File: src/poc_defs.vh
// poc_defs.vh - offsets, fields, reset values for the offset calibration block
// assumes byte-wide register port; included by bare name
`ifndef POC_DEFS_VH
`define POC_DEFS_VH

`define POC_ADDR_W 8
`define POC_OFS_CFG0 8'hd8
`define POC_OFS_CALIB 8'hd7
`define POC_OFS_STAT 8'hdb
`define POC_OFS_OFFS_BASE 8'hc0
`define POC_CFG0_TRIM_BIT 6
`define POC_CFG0_ELEC_BIT 4
`define POC_CFG0_SKIP_BIT 3
`define POC_CFG0_WMASK 8'h5f
`define POC_CFG0_RESET 8'h04
`define POC_STAT_DONE_BIT 0
`define POC_STAT_TRIM_BIT 1
`define POC_STAT_CALIBRATION_INTERRUPT_ENABLE_BIT 2
`define POC_OFS_MAX 9'h0ff
`define POC_OFS_MIN 9'h101
`define POC_HI_POS 8'h00
`define POC_HI_NEG 8'hff

`endif

File: src/poc_avg_count.v
// poc_avg_count.v - averaging sample counter for the calibration routine
// assumes one result strobe per proximity result while counting
`timescale 1ns/100ps

module poc_avg_count #(
  parameter CNT_W = 8
) (
  input wire clk_i,
  input wire sys_rst_i,
  input wire load_i,
  input wire [2:0] exp_i,
  input wire step_i,
  output wire last_o
);
  reg [CNT_W-1:0] left_q;
  reg [CNT_W-1:0] left_d;

  always @* begin
    left_d = left_q;
    if (load_i) begin
      left_d = {{(CNT_W-1){1'b0}}, 1'b1} << exp_i;
    end else if (step_i && left_q != {CNT_W{1'b0}}) begin
      left_d = left_q - {{(CNT_W-1){1'b0}}, 1'b1};
    end
  end

  always @(posedge clk_i) begin
    if (sys_rst_i) begin
      left_q <= {CNT_W{1'b0}};
    end else begin
      left_q <= left_d;
    end
  end

  assign last_o = step_i && (left_q == {{(CNT_W-1){1'b0}}, 1'b1});
endmodule

File: src/poc_calib.v
// poc_calib.v - offset calibration config register and calibration sequencer
// assumes a byte register port driven by the serial-bus front end and
// a proximity engine that delivers one result per channel on res_valid_i
`timescale 1ns/100ps
`include "poc_defs.vh"

module poc_calib #(
  parameter NCH = 4,
  parameter CNT_W = 8
) (
  input wire clk_i,
  input wire sys_rst_i,
  input wire reg_wr_i,
  input wire [`POC_ADDR_W-1:0] reg_addr_i,
  input wire [7:0] reg_wdata_i,
  output reg [7:0] reg_rdata_o,
  input wire res_valid_i,
  input wire [1:0] res_chan_i,
  input wire res_zero_i,
  input wire res_high_i,
  input wire search_done_i,
  output reg search_run_o,
  output reg avg_run_o,
  output reg emitter_en_o,
  output reg [8:0] cur_offset_o,
  output wire calibration_interrupt_o
);
  // ==========================================================
  // state
  localparam ST_IDLE = 3'b001;
  localparam ST_SRCH = 3'b010;
  localparam ST_AVG = 3'b100;

  reg [2:0] st_q;
  reg [7:0] cfg_q;
  reg start_q;
  reg done_q;
  reg trim_q;
  reg calibration_interrupt_enable_q;
  reg [8:0] offs_q [0:NCH-1];
  reg [3:0] step_q;
  wire avg_last;
  wire cfg_wr;
  wire cal_wr;
  wire stat_wr;
  wire zero_hit;

  function [8:0] sat_dec;
    input [8:0] v;
    begin
      sat_dec = (v == `POC_OFS_MIN) ? v : v - 9'h001;
    end
  endfunction

  assign cfg_wr = reg_wr_i && reg_addr_i == `POC_OFS_CFG0;
  assign cal_wr = reg_wr_i && reg_addr_i == `POC_OFS_CALIB;
  assign stat_wr = reg_wr_i && reg_addr_i == `POC_OFS_STAT;
  // zero result seen while averaging with trim enabled
  assign zero_hit = (st_q == ST_AVG) && res_valid_i && res_zero_i &&
    cfg_q[`POC_CFG0_TRIM_BIT];
  assign calibration_interrupt_o = done_q && calibration_interrupt_enable_q;

  poc_avg_count #(.CNT_W(CNT_W)) u_cnt (
    .clk_i(clk_i),
    .sys_rst_i(sys_rst_i),
    .load_i(st_q != ST_AVG),
    .exp_i(cfg_q[2:0]),
    .step_i((st_q == ST_AVG) && res_valid_i),
    .last_o(avg_last)
  );

  // ==========================================================
  // registers and sequencer
  always @(posedge clk_i) begin
    if (sys_rst_i) begin
      cfg_q <= `POC_CFG0_RESET;
      st_q <= ST_IDLE;
      start_q <= 1'b0;
      done_q <= 1'b0;
      trim_q <= 1'b0;
      calibration_interrupt_enable_q <= 1'b0;
      step_q <= 4'h8;
    end else begin
      if (cfg_wr) begin
        cfg_q <= reg_wdata_i & `POC_CFG0_WMASK;
      end
      if (stat_wr) begin
        calibration_interrupt_enable_q <= reg_wdata_i[`POC_STAT_CALIBRATION_INTERRUPT_ENABLE_BIT];
      end
      // hardware set wins over write-one clear
      if (zero_hit) begin
        trim_q <= 1'b1;
      end else if (stat_wr && reg_wdata_i[`POC_STAT_TRIM_BIT]) begin
        trim_q <= 1'b0;
      end
      case (st_q)
        ST_IDLE: begin
          if (cal_wr && reg_wdata_i[0]) begin
            start_q <= 1'b1;
            done_q <= 1'b0;
            step_q <= 4'h8;
            // bypass search; zero count skips averaging
            if (!cfg_q[`POC_CFG0_SKIP_BIT]) begin
              st_q <= ST_SRCH;
            end else if (cfg_q[2:0] != 3'd0) begin
              st_q <= ST_AVG;
            end else begin
              start_q <= 1'b0;
              done_q <= 1'b1;
            end
          end else if (stat_wr && reg_wdata_i[`POC_STAT_DONE_BIT]) begin
            done_q <= 1'b0;
          end
        end
        ST_SRCH: begin
          if (res_valid_i && step_q != 4'h0) begin
            step_q <= step_q - 4'h1;
          end
          if (search_done_i) begin
            st_q <= (cfg_q[2:0] != 3'd0) ? ST_AVG : ST_IDLE;
            if (cfg_q[2:0] == 3'd0) begin
              start_q <= 1'b0;
              done_q <= 1'b1;
            end
          end
        end
        ST_AVG: begin
          // averaging not restarted after a trim
          if (avg_last) begin
            st_q <= ST_IDLE;
            start_q <= 1'b0;
            done_q <= 1'b1;
          end
        end
        default: st_q <= ST_IDLE;
      endcase
      if (st_q != ST_IDLE && cal_wr && !reg_wdata_i[0]) begin
        st_q <= ST_IDLE;
        start_q <= 1'b0;
      end
    end
  end

  // ==========================================================
  // per-channel offsets
  genvar g;
  generate
    for (g = 0; g < NCH; g = g + 1) begin : g_ch
      wire lo_wr = reg_wr_i &&
        reg_addr_i == `POC_OFS_OFFS_BASE + 2 * g;
      wire hi_wr = reg_wr_i &&
        reg_addr_i == `POC_OFS_OFFS_BASE + 2 * g + 1;
      wire hit = res_valid_i && res_chan_i == g;
      always @(posedge clk_i) begin
        if (sys_rst_i) begin
          offs_q[g] <= 9'h000;
        end else if (zero_hit && res_chan_i == g) begin
          offs_q[g] <= sat_dec(offs_q[g]);
        end else if (st_q == ST_SRCH && hit && step_q != 4'h0) begin
          // binary search: add halving steps on a high result only, none on a low one
          if (res_high_i) begin
            offs_q[g] <= (offs_q[g][8] || offs_q[g] + (9'h1 << (step_q - 4'h1))
              <= `POC_OFS_MAX) ? offs_q[g] + (9'h1 << (step_q - 4'h1))
              : `POC_OFS_MAX;
          end
        end else if (lo_wr) begin
          offs_q[g] <= {offs_q[g][8], reg_wdata_i};
        end else if (hi_wr) begin
          // only 00 or ff accepted as sign
          if (reg_wdata_i == `POC_HI_NEG) begin
            offs_q[g] <= {1'b1, offs_q[g][7:0]};
          end else if (reg_wdata_i == `POC_HI_POS) begin
            offs_q[g] <= {1'b0, offs_q[g][7:0]};
          end
        end
      end
    end
  endgenerate

  // ==========================================================
  // outputs and read mux
  always @(posedge clk_i) begin
    if (sys_rst_i) begin
      search_run_o <= 1'b0;
      avg_run_o <= 1'b0;
      emitter_en_o <= 1'b0;
      cur_offset_o <= 9'h000;
    end else begin
      search_run_o <= st_q == ST_SRCH;
      avg_run_o <= st_q == ST_AVG;
      emitter_en_o <= st_q != ST_IDLE && !cfg_q[`POC_CFG0_ELEC_BIT];
      cur_offset_o <= offs_q[res_chan_i];
    end
  end

  always @* begin
    reg_rdata_o = 8'h00;
    if (reg_addr_i == `POC_OFS_CFG0) begin
      reg_rdata_o = cfg_q;
    end else if (reg_addr_i == `POC_OFS_CALIB) begin
      reg_rdata_o = {7'h00, start_q};
    end else if (reg_addr_i == `POC_OFS_STAT) begin
      reg_rdata_o = {5'h00, calibration_interrupt_enable_q, trim_q, done_q};
    end else if (reg_addr_i[7:3] == `POC_OFS_OFFS_BASE >> 3) begin
      if (reg_addr_i[0]) begin
        reg_rdata_o = offs_q[reg_addr_i[2:1]][8] ? `POC_HI_NEG : `POC_HI_POS;
      end else begin
        reg_rdata_o = offs_q[reg_addr_i[2:1]][7:0];
      end
    end
  end
endmodule

File: config.mk
export PLATFORM = sky130hd
export DESIGN_NAME = poc_calib
export DESIGN_NICKNAME = d
export VERILOG_FILES = /design/src/poc_avg_count.v /design/src/poc_calib.v
export VERILOG_INCLUDE_DIRS = /design/src /design/src/src
export SDC_FILE = /design/constraint.sdc
export NUM_CORES = 1
export LEC_CHECK = 0
export ABC_AREA = 0
export BUFFER_PORTS_ARGS = -buffer_cell sky130_fd_sc_hd__buf_2
export CAP_MARGIN = 0
export CORE_MARGIN = 3
export CORE_UTILIZATION = 35
export CTS_CLUSTER_SIZE = 30
export DETAILED_ROUTE_END_ITERATION = 8
export GPL_ROUTABILITY_DRIVEN = 0
export PLACE_DENSITY = 0.6
export SYNTH_ARGS = -nofsm -noshare
export SYNTH_HDL_FRONTEND = slang
export SYNTH_SLANG_ARGS = --single-unit
File: constraint.sdc
create_clock -name clk_i -period 3.48 [get_ports clk_i]
set_input_delay 0.696 -clock clk_i [delete_from_list [all_inputs] [get_ports clk_i]]
set_output_delay 0.696 -clock clk_i [all_outputs]
set_load 0.02 [all_outputs]
Yosys cells after proc, flatten, opt, wreduce, memory -nomap -nowiden
Memory sizes are Yosys's and may differ from the RTL's. A register that Yosys moved wholly into a read port is not among the register bits. Cells that the tools add are included.

Bits in registers: 28. Latch bits: 0. Memory bits (writable): 36. Memory bits (read-only): 0. Bits of input ports: 25. Output and inout port bits: 21. Memories kept: 1.

Memories: offs_q (words 4, bits a word 9, rd ports 6, clocked after Yosys merged registers in 1, wr ports 4, RTL line poc_calib.v:40) `reg [8:0] offs_q [0:NCH-1];`.

Add/subtract/negate cells: 10. Multiply operators: 0. Divide/modulo/power cells: 0. $lt $le $gt $ge: 4. Eq/ne operators: 33. Shifts and indexed selects: 2. Mux-type cells: 165. Bitwise operators: 20. Reduce and logical (&&, ||, !) cells: 61.

Operator list (count): $mux W9 (28); $mux W1 (117); $eq A8 B8 Y1 const B (12); $mux W8 (8); $logic_and A1 B1 Y1 (40); $add A9 B9 Y9 (4); $eq A9 B9 Y1 const B (4); $le A9 B8 Y1 const B (4); $sub A9 B1 Y9 const B (4); $or A1 B1 Y1 (20); $mux W3 (6); $ne A2 B2 Y1 const B (5); $reduce_and A5 Y1 (2); $ne A3 B3 Y1 const B (3); $pmux W3 S3 (1); $shl A1 B4 Y9 const A (1); $eq A8 B1 Y1 const B (1); $logic_not A8 Y1 (1); $mux W4 (2); $pmux W4 S2 (1); $reduce_bool A8 Y1 (1); $shl A1 B3 Y8 const A (1); $sub A8 B1 Y8 const B (1); $pmux W1 S3 (2); 18 further kinds (26).

Longest topological paths before layout
Gate-level depths: netlist (run 1).

Depth in word-level cells: 13. Gate-level depth with buffers: 17. Depth with buffers taken out: 15.

Cells and area by module
Synthesis (run 1) repeated with hierarchy kept, for this count alone.

Cells, all modules: 844. Area, all modules: 7001.7 sq um.

By module, submodules not included: poc_calib (instances 1, cells each 777, area an instance 6444.9 sq um); poc_avg_count (instances 1, cells each 67, area an instance 556.8 sq um).

Worst setup path before layout (run 1)
No wires, ideal clock.

Path kind: register to register. Start point: reg step_q[0]. End point: mem offs_q[0][7], data pin. Setup time: 0.288 ns. Arrival time: 3.566 ns. Slack: -0.373 ns. Stages on the path, launching flop included: 18. Buffers on the path: 2. Clock period less this slack: 3.853 ns. Cells stage by stage: dfxtp_1 > inv_1 > ha_1 > buf_2 > a21oi_1 > o31ai_2 > buf_2 > and3_1 > ha_1 > inv_1 > fa_1 > inv_1 > a21o_1 > a41o_1 > o211a_1 > a311oi_2 > mux2i_1 > o2111ai_1.

RTL lines: start: declaration (RTL line poc_calib.v:41) `reg [3:0] step_q;`; start signal: assignment (RTL line poc_calib.v:117) `step_q <= step_q - 4'h1;`; end: declaration (RTL line poc_calib.v:40).

==> run_results.csv, run 1 <==
group,metric,value,unit
min_path,min-delay-start,"trim_q$_SDFFE_PP0P_",
layout,antenna_cells,0,
global_routing,grt_pass1_wl,36.66,mm
logic_synthesis,yosysWarnings,0,
critical_path,crit_fanout,6,
timing,clock.fmax,287.5,MHz
timing,layout_setup_ws,2.083,ps
global_routing,grt_pass1_vias,6437,
logic_synthesis,synth_area_per_cell,8.781,um^2
logic_synthesis,synth_seq_cells,73,
logic_synthesis,synth_top_area_share,15.89,%
floorplan,dieArea,21150,um^2
cts,h-tree-depth,3,
min_path,holdCritPathClass,"flip-flop to flip-flop",
timing,rsz0062_at_grt,"yes",
logic_synthesis,syn-num-nets,848,
power,p_clk_share,46.6,%
detailed_routing,dr.pass1.iters,5,
detailed_routing,drc,0,
min_path,whs_path_depth,2,
place,port-buffer-count,45,
power,power.switching,596.3,uW
detailed_routing,ant_nets,0,
logic_synthesis,synth_seq_area_share,26.77,%
timing,hold_viol,0,
detailed_routing,dr.first_iter.drc_count,784,
critical_path,startpoint_type,"flip-flop",
cts,clk-insertion-delay-late,350,ps
power,p_total,2335,uW
critical_path,required,3570,ps
global_routing,antenna_found_initial,0,
detailed_routing,vias_per_cell,5.970,
layout,syn2layout_area_growth,24.95,%
global_routing,grt_overflow,0,
critical_path,reg2regPathDepth,16,
floorplan,start_util,36.02,%
cts,cts_tree,"done",
cts,numCtsBuffers,9,
power,power.density,274.6,nW/um^2
timing,finalCriticalPeriod,3478,ps
critical_path,path_cells,"inv_4 > ha_4 > o41ai_4 > and3_4 > buf_12 > ha_4 > inv_2 > fa_2 > inv_2 > a21o_1 > a41o_1 > o211a_1 > a311oi_2 > mux2i_2 > buf_6 > nand2_2",
detailed_routing,routed_wire_length_per_instance,20.53,um
critical_path,reg2reg_slack,2,ps
logic_synthesis,async_flop_share,0,%
power,p_int,1739,uW
layout,fillers,1889,
power,p_leak,0.003534,uW
place,pre_cts_slack,-68.09,ps
place,dp_hpwl,17.94,mm
cts,cts_sinks,73,
logic_synthesis,synth_ff_type,"dfxtp_1",
cts,clk_pin_slew,60,ps
logic_synthesis,syn_area,6805,um^2
floorplan,die_w,145.4,um
floorplan,row_count,50,
power,p_comb_share,12.4,%
cts,ctsHoldBuffers,0,
critical_path,timing.rr.start,"step_q[1]$_SDFFE_PP0P_",
layout,drive_gt1_share,26.14,%
power,ir_worst_vdd,0.2170,mV
critical_path,end_kind,"flip-flop",
cts,clockRootBuffer,"clkbuf_16",
timing,maxSlewHeadroom,46.31,%
run_status,status,"finished clean",
timing,worst_pin_slew,803.7,ps
detailed_routing,vias,6919,
cts,cts_buffer_depth,2,
critical_path,critPathKind,"flip-flop to flip-flop",
logic_synthesis,netlist_instances,775,
layout,layout.nets,967,
critical_path,max_stage_delay,410,ps
floorplan,io_pins,46,
timing,holdWs,496.7,ps
logic_synthesis,yosysUniqueCellTypes,82,
floorplan,coreArea,18890,um^2
critical_path,crit_arrival,3570,ps
timing,finalSetupViolCount,0,
power,power_frac_seq,41.0,%
critical_path,timing.rr.end,"offs_q[0][0]$_DFFE_PP_",
timing,maxSlewViolCount,0,
critical_path,crit_family,"compound AO/OA/AOI/OAI gates",
detailed_routing,routed_wl,23.79,mm
timing,post-route-period-util,99.94,%
critical_path,crit_slowest_cell,"o41ai_4",
power,switching_share,25.54,%
timing,fin_skew,7.925,ps
timing,fin_setup_tns,0,ps
layout,utilization,45.01,%
logic_synthesis,synth_edf_count,36,
global_routing,grt_max_degree,29,
logic_synthesis,yosysTopAreaCell,"edfxtp_1",
logic_synthesis,synthTopCellsByArea,"edfxtp_1 16%, dfxtp_1 11%, ha_1 8.1%",
critical_path,crit_buf_inv,5,
global_routing,grt_usage,21.84,%
min_path,min_to,"trim_q$_SDFFE_PP0P_",
flow_run,drv_cap,0,
critical_path,setup.worst_path.start,"step_q[1]$_SDFFE_PP0P_",
floorplan,dieHeight,145.4,um
[kinds of logic after synthesis]
group | Yosys count | synth area share, %
AO/OA/AOI/OAI | 208 | 21.40
flip-flops | 73 | 26.77
XOR/XNOR | 57 | 7.336
AND/OR/NAND/NOR | 294 | 23.48
buffers and inverters | 62 | 3.567
multiplexers | 30 | 7.722
adder cells (fa/ha/maj) | 51 | 9.726
[registers in the layout, summed over array words and instances (netlist names), 3 cells and up]
signal and flops:
offs_q 36, cur_offset_o 9, u_cnt.left_q 8, cfg_q 6, step_q 4, st_q 3
[synth_stat cells (11+ instances only)]
master    instances
a21o_1           15
a21oi_1          47
a31oi_1          19
and3_1           13
clkbuf_1         25
dfxtp_1          37
edfxtp_1         36
ha_1             44
inv_1            26
mux2i_1          12
mux4_2           18
nand2_1          56
nand2b_1         21
nand3_1          20
nor2_1           66
nor2b_1          19
nor3_1           26
nor4_1           12
o211ai_1         11
o21ai_0          14
o21ai_1          16
xnor2_1          31
xor2_1           26
[power by group through the flow]
stage               clock (uW)  sequential [uW]  combinational, uW
finish                    1090              957                290
CTS                       1100              955                281
detailed placement           0              973                280
global placement             0              973                279
floorplan                    0              964                176
global route              1130              958                310
[layer usage]
layer  wire length (um)  GRT usage, %
met4                845         8.357
met3               2400         5.512
met2              10350         33.09
met5                  0             0
met1              10190         30.06
[worst register-to-register path: stages, from the launching register on]
cell,delay (ps)
dfxtp_4,360
inv_4,40
ha_4,190
o41ai_4,410
and3_4,290
buf_12,120
ha_4,130
inv_2,40
fa_2,390
inv_2,50
a21o_1,130
a41o_1,170
o211a_1,190
a311oi_2,130
mux2i_2,340
buf_6,190
nand2_2,50
[worst max-delay path by stage]
stage,cells after the start,end,slack [ps]
after floorplan,17,offs_q[0][7]$_DFFE_PP_,-10
after global routing,16,offs_q[0][5]$_DFFE_PP_,-70
after detailed placement,13,offs_q[0][5]$_DFFE_PP_,-70
after CTS,15,offs_q[1][1]$_DFFE_PP_,-20
after global placement,13,offs_q[0][4]$_DFFE_PP_,-5
final,16,offs_q[0][0]$_DFFE_PP_,2
[stage by stage]
stage	std cells	cell area [um^2]
after global placement	1134	7930
after global routing	1159	8503
after CTS	1150	8278
final	1159	8503
after floorplan	775	6845
after detailed placement	1134	7930
[repair_timing]
| action | 4_1_cts | 5_1_grt |
|---|---|---|
| setup buffers | 0 | 10 |
| pin swaps | 0 | 18 |
| setup endpoints to repair | 13 | 36 |
| gates resized for setup | 2 | 36 |
[placed cells by master, fill, tap and decap left out, types with 8 or more instances in the layout]
master	instances
a21o_1	15
a21oi_1	45
a31oi_1	17
and3_1	11
buf_2	45
buf_4	93
clkbuf_16	9
dfxtp_1	35
edfxtp_1	36
ha_1	39
inv_1	21
mux2i_1	10
mux4_2	18
nand2_1	50
nand2b_1	21
nand3_1	20
nor2_1	65
nor2b_1	17
nor3_1	25
nor4_1	12
o211ai_1	11
o21ai_0	11
o21ai_1	19
o22ai_1	8
xnor2_1	30
xor2_1	26
[final cells by class]
cell class,count,area [um^2],area share (%)
Inverter,27,103.9,1.221
Tap cell,260,325.3,3.826
Multi-Input combinational cell,640,4903,57.67
Clock buffer,10,229.0,2.693
Sequential cell,73,1829,21.51
Clock inverter,6,106.4,1.251
Timing Repair Buffer,143,1006,11.83
No activity file was read; power rests on OpenSTA's default activity.
==> inputs of run 2 (changes only) <==
RECOVER_POWER = 25   (was default)
==> run 2 against run 1 <==
  * Power shrank 0.19%
  * Sequential power is essentially flat
  * Global-route usage is the same
  * Register-to-register slack is essentially flat
  * Via count is essentially flat
  * Die area is the same
  * Clock skew is essentially flat
  * Clock power is essentially flat
==> run_results.csv, run 2 (same netlist as run 1, synthesis figures left out) <==
group,metric,value,unit
timing,finalCriticalPeriod,3469,ps
layout,largest_reg_flops,36,
global_routing,grt_pass1_wl,36.66,mm
cts,cts_buffer_depth,2,
timing,hold_viol,0,
detailed_routing,vias_per_cell,5.975,
layout,fin_area,8473,um^2
timing,fin_skew,7.828,ps
detailed_routing,drc,0,
critical_path,startpoint_type,"flip-flop",
layout,top_regs,"offs_q x36, cur_offset_o x9, u_cnt.left_q x8",
power,p_total,2330,uW
run_status,status,"finished clean",
timing,worst_pin_slew,1306,ps
layout,antenna_cells,0,
floorplan,die_w,145.4,um
cts,clk_pin_slew,60,ps
detailed_routing,dr.pass1.iters,7,
cts,h-tree-depth,3,
timing,fin_setup_tns,0,ps
global_routing,grt_usage,21.84,%
power,power.density,275.0,nW/um^2
power,ir_worst_vdd,0.2164,mV
layout,top_register,"offs_q",
cts,clockRootBuffer,"clkbuf_16",
global_routing,antenna_found_initial,0,
timing,rsz0062_at_grt,"yes",
critical_path,critPathKind,"flip-flop to flip-flop",
power,p_clk_share,46.6,%
timing,finalSetupViolCount,0,
timing,clock.fmax,288.3,MHz
critical_path,end_kind,"flip-flop",
layout,layout.nets,967,
power,switching_share,25.52,%
cts,ctsHoldBuffers,0,
min_path,holdCritPathClass,"flip-flop to flip-flop",
power,p_leak,0.003464,uW
place,place_area,7930,um^2
cts,cts_sinks,73,
critical_path,required,3570,ps
detailed_routing,routed_wire_length_per_instance,20.50,um
floorplan,io_pins,46,
timing,maxSlewViolCount,0,
critical_path,crit_arrival,3560,ps
layout,drive_gt1_share,24.14,%
cts,numCtsBuffers,9,
timing,maxSlewHeadroom,12.92,%
floorplan,coreArea,18890,um^2
detailed_routing,vias,6925,
critical_path,crit_fanout,6,
global_routing,grt_pass1_vias,6437,
layout,syn2layout_area_growth,24.51,%
layout,layout_commonest_cell,"buf_4",
power,power.switching,594.8,uW
floorplan,row_count,50,
timing,post-route-period-util,99.68,%
power,p_int,1735,uW
floorplan,dieHeight,145.4,um
cts,clk-insertion-delay-late,350,ps
flow_run,drv_cap,0,
floorplan,dieArea,21150,um^2
place,port-buffer-count,45,
power,p_comb_share,12.3,%
floorplan,start_util,36.02,%
detailed_routing,ant_nets,0,
layout,final_cell_mix,"90 x buf_4, 65 x nor2_1, 50 x nand2_1",
global_routing,grt_overflow,0,
cts,cts_tree,"done",
place,dp_hpwl,17.94,mm
detailed_routing,dr.first_iter.drc_count,797,
detailed_routing,routed_wl,23.76,mm
layout,utilization,44.85,%
power,power_frac_seq,41.1,%
global_routing,grt_max_degree,29,
## run 2: changes by cell type in the layout (fill, tap and decap cells not counted), sizes merged
cell	previous run	this run
clkbuf	10	28
buf	143	125
## run 2: area by class of cell
type	instances	area, um^2
fillers	1899	10420
multi-input cells	640	4903
flip-flops and latches	73	1829
repair buffers	143	975.9
well taps	260	325.3
clock buffers	10	229.0
clock inverters	6	106.4
inverters	27	103.9
## run 2: worst max-delay path: stages, from the launching register on
cell and delay (ps):
dfxtp_4 360, inv_4 40, ha_4 190, o41ai_4 410, and3_4 290, buf_12 120, ha_4 130, inv_2 40
fa_2 390, inv_2 50, a21o_1 130, a41o_1 170, o211a_1 190, a311oi_2 120, mux2i_2 340, buf_6 190
nand2_2 40
## run 2: through the flow
step / std cells / setup WS [ps] / hold slack, ps
after detailed placement: 1134 / -68.09 / 487.5
after floorplan: 775 / -14.89 / 425.4
after CTS: 1150 / -16.22 / 501.1
final: 1159 / 11.17 / 502.9
after global routing: 1159 / -72.27 / 532.2
after global placement: 1134 / -4.689 / 471.6
## run 2: what timing repair did
action / CTS / global route
resized for setup: 2 / 36
buffers inserted: 0 / 10
endpoints found under the hold margin: 0 / 0
endpoints found under the setup margin: 13 / 36
pin swaps: 0 / 18
## run 2: power groups by stage
stage          Combinational (uW)  Clock [uW]  Sequential (uW)
4_1_cts                       281        1100              955
3_3_place_gp                  279           0              973
6_report                      286        1090              958
2_1_floorplan                 176           0              964
5_1_grt                       307        1130              958
3_5_place_dp                  280           0              973
## run 2: final timing paths
path	startpoint	endpoint	slack [ps]	depth (start not counted)
max	step_q[1]$_SDFFE_PP0P_	offs_q[0][0]$_DFFE_PP_	10	16
min	trim_q$_SDFFE_PP0P_	trim_q$_SDFFE_PP0P_	500	2
max reg2reg	step_q[1]$_SDFFE_PP0P_	offs_q[0][0]$_DFFE_PP_	10	16
min reg2reg	trim_q$_SDFFE_PP0P_	trim_q$_SDFFE_PP0P_	500	2
## run 2: metal layers
layer  global-route usage (%)  part of all wire, %  wire (um)  up-vias
met2                    33.09                   44      10360      353
met4                    8.357                  3.6        851        0
met3                    5.512                   10       2417       68
met1                    30.06                   43      10130     3297
met5                        0                    0          0        -
li1                         -                    -          -     3207
